## config.mk

```make
export PLATFORM = sky130hd
export DESIGN_NAME = csi_console_unit
export DESIGN_NICKNAME = d
export VERILOG_FILES = /design/src/design/csi_pkg.sv /design/src/design/csi_reg_bank.sv /design/src/design/csi_console_unit.sv
export SDC_FILE = /design/constraint.sdc
export NUM_CORES = 1
export LEC_CHECK = 0
export ABC_AREA = 1
export BUFFER_PORTS_ARGS = -buffer_cell sky130_fd_sc_hd__buf_4
export CAP_MARGIN = 30
export CELL_PAD_IN_SITES_DETAIL_PLACEMENT = 2
export CELL_PAD_IN_SITES_GLOBAL_PLACEMENT = 2
export CORE_ASPECT_RATIO = 0.9
export CORE_MARGIN = 3
export CORE_UTILIZATION = 32
export CTS_BUF_LIST = sky130_fd_sc_hd__clkbuf_8 sky130_fd_sc_hd__clkbuf_16
export DETAILED_ROUTE_END_ITERATION = 10
export GPL_TIMING_DRIVEN = 0
export PLACE_DENSITY = 0.77
export SYNTH_ARGS = -nofsm -noshare
export SYNTH_HDL_FRONTEND = slang
export SYNTH_HIERARCHICAL = 1
export SYNTH_SLANG_ARGS = --single-unit
```

## constraint.sdc

```tcl
create_clock -name sys_clk -period 3.5 [get_ports sys_clk]
set_input_delay 0.175 -clock sys_clk [delete_from_list [all_inputs] [get_ports sys_clk]]
set_output_delay 0.175 -clock sys_clk [all_outputs]
set_load 0.02 [all_outputs]
```

## src/design/csi_pkg.sv

```systemverilog
// constants, types and layouts for the processor's console service unit
// assumes the console answers device address 0 on the shared system bus
package csi_pkg;
  // device address and function codes of the console
  localparam logic [5:0] CON_DEV_ADDR = 6'h00;
  localparam logic [2:0] FC_STATUS = 3'h0;
  localparam logic [2:0] FC_SENSE = 3'h1;
  localparam logic [2:0] FC_DATA = 3'h4;
  // console control word codes
  localparam logic [15:0] CCW_STOP = 16'h1C00;
  localparam logic [15:0] CCW_MEM_RD = 16'h1C02;
  localparam logic [15:0] CCW_MEM_WR = 16'h1C03;
  localparam logic [15:0] CCW_A_OUT = 16'h1C04;
  localparam logic [15:0] CCW_A_IN = 16'h1C05;
  localparam logic [15:0] CCW_X_OUT = 16'h1C08;
  localparam logic [15:0] CCW_X_IN = 16'h1C09;
  localparam logic [15:0] CCW_I_OUT = 16'h1C10;
  localparam logic [15:0] CCW_I_IN = 16'h1C11;
  localparam logic [15:0] CCW_P_OUT = 16'h1C20;
  localparam logic [15:0] CCW_P_IN = 16'h1C21;
  // control word fields: modifier bits low, operation code high
  localparam int CCW_MOD_MSB = 5;
  localparam int CCW_OP_LSB = 6;
  // status word field positions
  localparam int SW_PROC_MSB = 2;
  localparam int SW_SENSE_SW_BIT = 3;
  localparam int SW_SENSE_LSB = 4;
  localparam int SW_SENSE_MSB = 7;
  localparam int SENSE_MSB = 3;
  // reset values
  localparam logic [15:0] WORD_RST = 16'h0000;
  // bus strobe timing
  localparam int CLK_NS = 4;
  localparam int STROBE_NS = 400;
  localparam int STROBE_CYC = (STROBE_NS + CLK_NS - 1) / CLK_NS;
  localparam logic [7:0] STROBE_CNT = 8'(STROBE_CYC - 1);

  // processor register selection
  typedef enum logic [1:0] {
    CSI_REG_A,
    CSI_REG_X,
    CSI_REG_I,
    CSI_REG_P
  } csi_reg_e;

  // programmed console transfers the core may request
  typedef enum logic [2:0] {
    CSI_IO_STATUS_IN,
    CSI_IO_STATUS_OUT,
    CSI_IO_SENSE_IN,
    CSI_IO_DATA_IN,
    CSI_IO_DATA_OUT
  } csi_io_e;

  // bus control lines, active low strobes
  typedef struct packed {
    logic [5:0] dev_addr;
    logic [2:0] func;
    logic in_n;
    logic out_n;
    logic fetch_n;
  } csi_bus_s;

  // decoded control word
  typedef struct packed {
    logic stop;
    logic mem;
    logic to_cpu;
    csi_reg_e sel;
  } csi_ccw_s;
endpackage

```

## src/design/csi_reg_bank.sv

```systemverilog
// processor working registers a, x, i and p with a registered read port
// assumes one writer per cycle, chosen by the console unit
`timescale 1ns/1ns
`default_nettype none
module csi_reg_bank
  import csi_pkg::*;
(
  input wire logic sys_clk,
  input wire logic rst_n,
  input wire logic we,
  input wire csi_pkg::csi_reg_e wsel,
  input wire logic [15:0] wdata,
  input wire csi_pkg::csi_reg_e rsel,
  input wire logic pc_inc,
  output logic [15:0] rdata,
  output logic [15:0] pc
);
  logic [15:0] regs_ff [4];
  logic [15:0] rdata_ff;

  // register writes; a write to p wins over an increment
  always_ff @(posedge sys_clk) begin
    if (!rst_n) begin
      for (int i = 0; i < 4; i++) begin
        regs_ff[i] <= WORD_RST;
      end
    end else begin
      if (we) begin
        regs_ff[wsel] <= wdata;
      end
      if (pc_inc && !(we && wsel == CSI_REG_P)) begin
        regs_ff[CSI_REG_P] <= regs_ff[CSI_REG_P] + 16'h0001;
      end
    end
  end

  // read data one cycle after the select
  always_ff @(posedge sys_clk) begin
    if (!rst_n) begin
      rdata_ff <= WORD_RST;
    end else begin
      rdata_ff <= regs_ff[rsel];
    end
  end

  assign rdata = rdata_ff;
  assign pc = regs_ff[CSI_REG_P];
endmodule
`default_nettype wire

```

## src/design/csi_console_unit.sv

```systemverilog
// processor side of the console link: service fetch, control word execution
// assumes console pins arrive asynchronously and memory answers on sys_clk
// What this block does
// - status word moves only with fetch envelope inactive, address 0, function 0
// - status input takes bit 3 and bits 4-7 from console, bits 0-2 internally
// - status output carries sense switch on bit 3, sense bits on 4-7
// - sense word other bits read zero; no output issued for it
// - data word is 16-bit, moved by function 4 input or output
// - service sequence moves data word to or from a, x, i, p or memory
// - control word is an instruction: opcode bits 6-15, modifiers 0-5
// - eleven control words decoded, halt after each, memory ones step p
// - service request honoured after current instruction, fetch from console
// - stop control word brings processor to stopped condition
// - processor resumes on rising edge of resume pulse
`timescale 1ns/1ns
`default_nettype none
module csi_console_unit
  import csi_pkg::*;
(
  input wire logic sys_clk,
  input wire logic rst_n,
  // console pins, asynchronous
  input wire logic console_service_request_n,
  input wire logic resume_n,
  input wire logic operator_interrupt_request_n,
  input wire logic sense_switch_line_n,
  input wire logic [15:0] bus_data_in,
  // bus toward the console
  output csi_pkg::csi_bus_s bus_ctl,
  output logic [15:0] bus_data_out,
  output logic bus_data_oe_n,
  output logic interrupt_acknowledge_n,
  // core side
  input wire logic instr_done,
  input wire logic [2:0] proc_status,
  input wire logic int_ack,
  input wire logic io_req,
  input wire csi_pkg::csi_io_e io_op,
  input wire logic [15:0] io_wdata,
  output logic io_done,
  output logic [15:0] io_rdata,
  output logic core_run,
  output logic sense_switch_set,
  output logic operator_int_pending,
  input wire logic core_reg_we,
  input wire csi_pkg::csi_reg_e core_reg_sel,
  input wire logic [15:0] core_reg_wdata,
  output logic [15:0] core_reg_rdata,
  // memory port
  output logic mem_req,
  output logic mem_we,
  output logic [15:0] mem_addr,
  output logic [15:0] mem_wdata,
  input wire logic mem_ack,
  input wire logic [15:0] mem_rdata
);
  typedef enum logic [3:0] {
    ST_RUN, ST_BUS, ST_DECODE, ST_RDREG, ST_RDLAT, ST_MEMRD, ST_MEMWR,
    ST_WRREG, ST_HALT
  } csi_state_e;

  // decode a control word; unknown codes act as stop
  function automatic csi_ccw_s decode_ccw(input logic [15:0] w);
    csi_ccw_s d;
    d = '{stop: 1'b0, mem: 1'b0, to_cpu: 1'b0, sel: CSI_REG_A};
    unique case (w)
      CCW_MEM_RD, CCW_MEM_WR: d.mem = 1'b1;
      CCW_A_OUT, CCW_A_IN: d.sel = CSI_REG_A;
      CCW_X_OUT, CCW_X_IN: d.sel = CSI_REG_X;
      CCW_I_OUT, CCW_I_IN: d.sel = CSI_REG_I;
      CCW_P_OUT, CCW_P_IN: d.sel = CSI_REG_P;
      default: d.stop = 1'b1;
    endcase
    // odd codes carry the console word into the processor
    d.to_cpu = w[0] && !d.stop;
    return d;
  endfunction

  csi_state_e state_ff, ret_ff;
  logic [19:0] sync1_ff, sync2_ff;
  logic resume_prev_ff;
  logic [7:0] cnt_ff;
  logic [15:0] ccw_ff, xfer_ff, io_rdata_ff;
  logic from_core_ff, io_done_ff, pc_inc_ff;
  csi_io_e op_ff;
  csi_bus_s bus_ff;
  logic [15:0] data_out_ff;
  logic oe_n_ff, mem_req_ff, mem_we_ff, int_ack_n_ff;
  csi_ccw_s ccw_dec;
  logic svc_active, resume_rise;
  logic bank_we;
  csi_reg_e bank_wsel;
  logic [15:0] bank_wdata, bank_rdata, pc;

  // two-stage synchronisers for every console pin
  always_ff @(posedge sys_clk) begin
    if (!rst_n) begin
      sync1_ff <= 20'h0_000F;
      sync2_ff <= 20'h0_000F;
      resume_prev_ff <= 1'b1;
    end else begin
      sync1_ff <= {bus_data_in, console_service_request_n, resume_n,
                   operator_interrupt_request_n, sense_switch_line_n};
      sync2_ff <= sync1_ff;
      resume_prev_ff <= sync2_ff[2];
    end
  end

  assign svc_active = !sync2_ff[3];
  assign resume_rise = sync2_ff[2] && !resume_prev_ff;
  assign ccw_dec = decode_ccw(ccw_ff);

  // sequencer: run, service fetch, control word execution, halt
  always_ff @(posedge sys_clk) begin
    if (!rst_n) begin
      state_ff <= ST_HALT;
      ret_ff <= ST_HALT;
      cnt_ff <= 8'h00;
      ccw_ff <= CCW_STOP;
      xfer_ff <= WORD_RST;
      from_core_ff <= 1'b0;
      op_ff <= CSI_IO_STATUS_IN;
      bus_ff <= '{dev_addr: CON_DEV_ADDR, func: FC_STATUS, in_n: 1'b1,
                  out_n: 1'b1, fetch_n: 1'b1};
      data_out_ff <= WORD_RST;
      oe_n_ff <= 1'b1;
      mem_req_ff <= 1'b0;
      mem_we_ff <= 1'b0;
      io_done_ff <= 1'b0;
      io_rdata_ff <= WORD_RST;
      pc_inc_ff <= 1'b0;
    end else begin
      io_done_ff <= 1'b0;
      pc_inc_ff <= 1'b0;
      unique case (state_ff)
        ST_RUN: begin
          if (instr_done && svc_active) begin
            // control word fetch: envelope on, address 0, function 0
            bus_ff <= '{dev_addr: CON_DEV_ADDR, func: FC_STATUS, in_n: 1'b0,
                        out_n: 1'b1, fetch_n: 1'b0};
            from_core_ff <= 1'b0;
            ret_ff <= ST_DECODE;
            cnt_ff <= STROBE_CNT;
            state_ff <= ST_BUS;
          end else if (io_req) begin
            // programmed console transfer, envelope stays inactive
            op_ff <= io_op;
            from_core_ff <= 1'b1;
            ret_ff <= ST_RUN;
            cnt_ff <= STROBE_CNT;
            state_ff <= ST_BUS;
            unique case (io_op)
              CSI_IO_STATUS_IN, CSI_IO_STATUS_OUT: bus_ff.func <= FC_STATUS;
              CSI_IO_SENSE_IN: bus_ff.func <= FC_SENSE;
              CSI_IO_DATA_IN, CSI_IO_DATA_OUT: bus_ff.func <= FC_DATA;
            endcase
            bus_ff.dev_addr <= CON_DEV_ADDR;
            bus_ff.fetch_n <= 1'b1;
            bus_ff.in_n <= (io_op == CSI_IO_STATUS_OUT || io_op == CSI_IO_DATA_OUT);
            bus_ff.out_n <= !(io_op == CSI_IO_STATUS_OUT || io_op == CSI_IO_DATA_OUT);
            oe_n_ff <= !(io_op == CSI_IO_STATUS_OUT || io_op == CSI_IO_DATA_OUT);
            data_out_ff <= io_wdata;
          end
        end
        ST_BUS: begin
          if (cnt_ff != 8'h00) begin
            cnt_ff <= cnt_ff - 8'h01;
          end else begin
            bus_ff.in_n <= 1'b1;
            bus_ff.out_n <= 1'b1;
            bus_ff.fetch_n <= 1'b1;
            oe_n_ff <= 1'b1;
            state_ff <= ret_ff;
            if (ret_ff == ST_DECODE) begin
              ccw_ff <= sync2_ff[19:4];
            end else begin
              xfer_ff <= sync2_ff[19:4];
            end
            if (from_core_ff) begin
              io_done_ff <= 1'b1;
              unique case (op_ff)
                CSI_IO_STATUS_IN: begin
                  io_rdata_ff <= WORD_RST;
                  io_rdata_ff[SW_SENSE_MSB:SW_SENSE_SW_BIT] <=
                    sync2_ff[4+SW_SENSE_MSB:4+SW_SENSE_SW_BIT];
                  io_rdata_ff[SW_PROC_MSB:0] <= proc_status;
                end
                CSI_IO_SENSE_IN: begin
                  io_rdata_ff <= WORD_RST;
                  io_rdata_ff[SENSE_MSB:0] <= sync2_ff[4+SENSE_MSB:4];
                end
                CSI_IO_DATA_IN: io_rdata_ff <= sync2_ff[19:4];
                default: io_rdata_ff <= io_rdata_ff;
              endcase
            end
          end
        end
        ST_DECODE: begin
          from_core_ff <= 1'b0;
          bus_ff.func <= FC_DATA;
          if (ccw_dec.stop) begin
            state_ff <= ST_HALT;
          end else if (ccw_dec.mem && !ccw_dec.to_cpu) begin
            mem_req_ff <= 1'b1;
            mem_we_ff <= 1'b0;
            state_ff <= ST_MEMRD;
          end else if (ccw_dec.to_cpu) begin
            bus_ff.in_n <= 1'b0;
            ret_ff <= ccw_dec.mem ? ST_MEMWR : ST_WRREG;
            cnt_ff <= STROBE_CNT;
            state_ff <= ST_BUS;
          end else begin
            state_ff <= ST_RDREG;
          end
        end
        ST_RDREG: state_ff <= ST_RDLAT;
        ST_RDLAT: begin
          xfer_ff <= bank_rdata;
          data_out_ff <= bank_rdata;
          bus_ff.out_n <= 1'b0;
          oe_n_ff <= 1'b0;
          ret_ff <= ST_HALT;
          cnt_ff <= STROBE_CNT;
          state_ff <= ST_BUS;
        end
        ST_MEMRD: begin
          if (mem_ack) begin
            mem_req_ff <= 1'b0;
            pc_inc_ff <= 1'b1;
            data_out_ff <= mem_rdata;
            bus_ff.out_n <= 1'b0;
            oe_n_ff <= 1'b0;
            ret_ff <= ST_HALT;
            cnt_ff <= STROBE_CNT;
            state_ff <= ST_BUS;
          end
        end
        ST_MEMWR: begin
          mem_req_ff <= 1'b1;
          mem_we_ff <= 1'b1;
          if (mem_req_ff && mem_ack) begin
            mem_req_ff <= 1'b0;
            mem_we_ff <= 1'b0;
            pc_inc_ff <= 1'b1;
            state_ff <= ST_HALT;
          end
        end
        ST_WRREG: state_ff <= ST_HALT;
        ST_HALT: begin
          if (resume_rise) begin
            if (svc_active) begin
              bus_ff <= '{dev_addr: CON_DEV_ADDR, func: FC_STATUS, in_n: 1'b0,
                          out_n: 1'b1, fetch_n: 1'b0};
              from_core_ff <= 1'b0;
              ret_ff <= ST_DECODE;
              cnt_ff <= STROBE_CNT;
              state_ff <= ST_BUS;
            end else begin
              state_ff <= ST_RUN;
            end
          end
        end
        default: state_ff <= ST_HALT;
      endcase
    end
  end

  // interrupt acknowledge pin follows the core's acknowledge
  always_ff @(posedge sys_clk) begin
    if (!rst_n) begin
      int_ack_n_ff <= 1'b1;
    end else begin
      int_ack_n_ff <= !int_ack;
    end
  end

  // register bank: console unit owns it while stopped, core while running
  assign bank_we = (state_ff == ST_RUN) ? core_reg_we : (state_ff == ST_WRREG);
  assign bank_wsel = (state_ff == ST_RUN) ? core_reg_sel : ccw_dec.sel;
  assign bank_wdata = (state_ff == ST_RUN) ? core_reg_wdata : xfer_ff;

  csi_reg_bank u_bank (
    .sys_clk(sys_clk),
    .rst_n(rst_n),
    .we(bank_we),
    .wsel(bank_wsel),
    .wdata(bank_wdata),
    .rsel((state_ff == ST_RUN) ? core_reg_sel : ccw_dec.sel),
    .pc_inc(pc_inc_ff),
    .rdata(bank_rdata),
    .pc(pc)
  );

  assign bus_ctl = bus_ff;
  assign bus_data_out = data_out_ff;
  assign bus_data_oe_n = oe_n_ff;
  assign interrupt_acknowledge_n = int_ack_n_ff;
  assign io_done = io_done_ff;
  assign io_rdata = io_rdata_ff;
  assign core_run = (state_ff == ST_RUN);
  assign sense_switch_set = !sync2_ff[0];
  assign operator_int_pending = !sync2_ff[1];
  assign core_reg_rdata = bank_rdata;
  assign mem_req = mem_req_ff;
  assign mem_we = mem_we_ff;
  assign mem_addr = pc;
  assign mem_wdata = xfer_ff;
endmodule
`default_nettype wire

```

==> out/qor.txt <==
status = finished clean
gr ovfl total = 0
Avg WL per Cell = 21.7 µm
Clk Latency, worst-skew pair = 0.54 ns
register area = 0.00496 mm²
initial drt markers = 543
Post-synth EDFFs = 64
Worst EP arrival = 3.65 ns
setup violators final = 0
Worst Hold Class = in -> reg
GP Congestion = 0.826
CP Max Fanout = 10
dominant synthesized flop cell = dfxtp_1
DRC errors left = 0
Leakage = 0.00580 µW
sequential element share of the synthesized area = 51.0%
Sinks on Clock Net = 216
Initial Utilization = 33.1%
fillers = 3,302
CP endpoint kind = flop
share of layout cells above drive strength 1 = 20.6%
Routed WL = 41,400 µm
CTS tree = done
Seq cells post-synth = 216
IR drop worst, VDD = 0.000319 V
postcts setup bufs = 0
final period utilization = 92.4%
WP data required = 3.92 ns
Synth cell types = 49
clock root buffer = clkbuf_16
relative slew slack = 42.2%
Tightest Pin Transition = 0.867 ns
vias in the first global route = 10,700
post-detail-place hpwl = 29,700 µm
initial antenna violation count = 0
WHS Path Cells = 5
Yosys warnings = 6
Cell Rows = 59
multi-input logic area = 0.00396 mm²
largest net degree at the start of global routing = 17
Tot GR Track Use = 25.1%
CTS clk-pin slew, worst paths = 0.07 ns
final setup skew = 0.0119 ns
worst min-delay path endpoint = u_bank/regs_ff[3][11]$_DFFE_PP_
Hold Startpoint = core_reg_wdata[11]
asr flop ratio synth = 0%
Cell Pwr Density = 472 mW/mm²
RSZ-0062 raised after global routing = false
max-slew violation count = 0
Via Count = 9,641
R2R Setup Slk = 0.27 ns
Final Net Count = 1,579
Max Root-Sink Buffers = 3
Vias per Instance = 5.06
f_max = 309 MHz
chip height = 172 µm
crit start category = flop
Synth Area per Inst = 7.94 µm²
core area = 0.0295 mm²
Worst R2R Start = state_ff[3]$_SDFFE_PN1P_
ant diodes = 0
io pins = 183
setup TNS = 0 ns
r2r endpoint = u_bank/rdata[9]$_SDFF_PN0_
H-tree depth = 1
Inserted Clock Buffers = 25
IO Port Bufs = 175
WS Path Type = reg -> reg
final hold vios = 0
Post-Synthesis Cells = 1,228
Max-Cap Viols = 0
Final Core Density = 44.1%
Detailed Routing Iterations Pass 1 = 5
Tmin final = 3.23 ns
Worst R2R Path Depth = 13
Area growth syn-to-layout = 33.4%
Die Wd = 190 µm
ANT nets after route = 0
Post-Syn Area = 0.00974 mm²
Die Area = 0.0326 mm²
global-route wire length before repair = 63,400 µm
==> per-layer routing <==
metal / vias up / wire length (µm) / part of all wire (%) / GRT usage [%]
li1: 4531 / - / - / -
met1: 4822 / 19000 / 46 / 33.8
met2: 242 / 19800 / 48 / 43.5
met3: 46 / 2020 / 4.9 / 3.97
met4: 0 / 620 / 1.5 / 3.95
met5: - / 0 / 0 / 0
==> state kept, by name (all words and copies together), names as in the netlist, 3 cells and up <==
signal          cells
io_rdata           16
sync1_ff           20
op_ff               3
u_bank/rdata       16
mem_wdata          16
bus_data_out       16
sync2_ff           20
state_ff            4
bus_ctl             5
u_bank/regs_ff     64
cnt_ff              8
ret_ff              4
ccw_ff             16
==> metrics by stage <==
step                      power, µW  setup WS [ns]  cells  area (µm²)  hold WS (ns)
after floorplan                3110           1.04   1234        9770         0.245
after global placement         3400          0.252   1805       11600         0.361
after detailed placement       3420         0.0739   1805       11600         0.367
after CTS                      6180        0.00729   1906       13000        0.0174
after global routing           6360         0.0235   1906       13000        0.0512
final                          6140          0.267   1906       13000        0.0342
==> timing repair <==
action	4_1_cts	5_1_grt
endpoints found under the hold margin	42	0
hold buffers	57	0
resized for setup	0	4
setup endpoints to repair	0	53
==> synth_stat cells, types with 4 or more instances <==
library cell	n	area [µm²]
buf_4	8	60.1
nand3_1	56	280
a41oi_1	16	140
nand4_1	9	56.3
a21oi_1	67	335
edfxtp_1	64	1920
nand3_4	6	105
nor2_4	4	45.0
inv_2	8	30.0
nor2_1	156	586
a31oi_1	19	119
o21ai_0	86	430
dfxtp_1	152	3040
clkbuf_1	28	105
nor3_1	11	55.1
xor2_1	4	35.0
nand2_1	298	1120
o211ai_1	13	97.6
buf_2	16	80.1
o21ai_2	7	61.3
nor2_2	12	75.1
or2_2	9	56.3
inv_1	130	488
o21ai_1	5	25.0
buf_6	4	45.0
nand2_2	7	43.8
==> critical path, cell delays in order (launching register included) <==
cell and delay, ns:
dfxtp_1 0.45, nor2_4 0.09, inv_1 0.09, nor2_1 0.08
inv_1 0.14, clkbuf_1 0.47, nand3_1 0.18, o21ai_0 0.11
inv_1 0.19, buf_2 0.23, inv_2 0.09, clkbuf_1 0.47
o21ai_0 0.20, a21oi_1 0.32
==> cell type report <==
class	count	area share, %
repair buffers	232	14.5
well taps	396	3.81
clock buffers	31	5.45
clock inverters	13	1.03
plain buffers	59	2.42
inverters	141	4.13
multi-input cells	818	30.5
flip-flops and latches	216	38.2
==> cells by family after synthesis <==
family	synth area share [%]
AOI/OAI and AO/OA	13.5
xor gates and xnor gates	0.449
adders and majority gates	0.385
buffers and inverters	8.72
DFF	51.0
other	0.0385
and+or+nand+nor	26.0
==> how the worst max path moves through the flow <==
stage / slack (ns) / from / cells after the start / endpoint
floorplan: 1.04 / state_ff[0]$_SDFFE_PN0P_ / 12 / u_bank/regs_ff[2][0]$_SDFFCE_PN0P_
global placement: 0.25 / state_ff[3]$_SDFFE_PN1P_ / 12 / u_bank/regs_ff[1][8]$_SDFFCE_PN0P_
detailed placement: 0.07 / state_ff[3]$_SDFFE_PN1P_ / 12 / u_bank/regs_ff[1][8]$_SDFFCE_PN0P_
CTS: 0.007 / state_ff[3]$_SDFFE_PN1P_ / 12 / u_bank/regs_ff[1][2]$_SDFFCE_PN0P_
global route: 0.02 / state_ff[3]$_SDFFE_PN1P_ / 12 / u_bank/rdata[9]$_SDFF_PN0_
finish: 0.27 / state_ff[3]$_SDFFE_PN1P_ / 13 / u_bank/rdata[9]$_SDFF_PN0_
==> cells in the final DEF, fill, tap and decap left out, drive strengths merged, types with 6 or more instances in the layout <==
| cell | synthesis | final |
|---|---|---|
| inv | 139 | 146 |
| buf | 31 | 205 |
| or2 | 9 | 9 |
| nand2 | 306 | 306 |
| a31oi | 19 | 19 |
| edfxtp | 64 | 64 |
| o211ai | 13 | 13 |
| nand4 | 10 | 10 |
| a41oi | 16 | 16 |
| clkinv | 2 | 6 |
| clkbuf | 28 | 60 |
| nor3 | 13 | 13 |
| nand3 | 65 | 65 |
| dlygate4sd3 | 0 | 57 |
| o21ai | 98 | 98 |
| a21oi | 67 | 67 |
| conb | 1 | 7 |
| nor2 | 172 | 172 |
| dfxtp | 152 | 152 |
==> power breakdown <==
part           internal [µW]  switching, µW  total, µW  leakage [µW]
combinational            274            430        704       0.00346
clock                   1580           1110       2690      0.000440
sequential              2670           74.5       2740       0.00190
(Power assumes the default switching activity.)
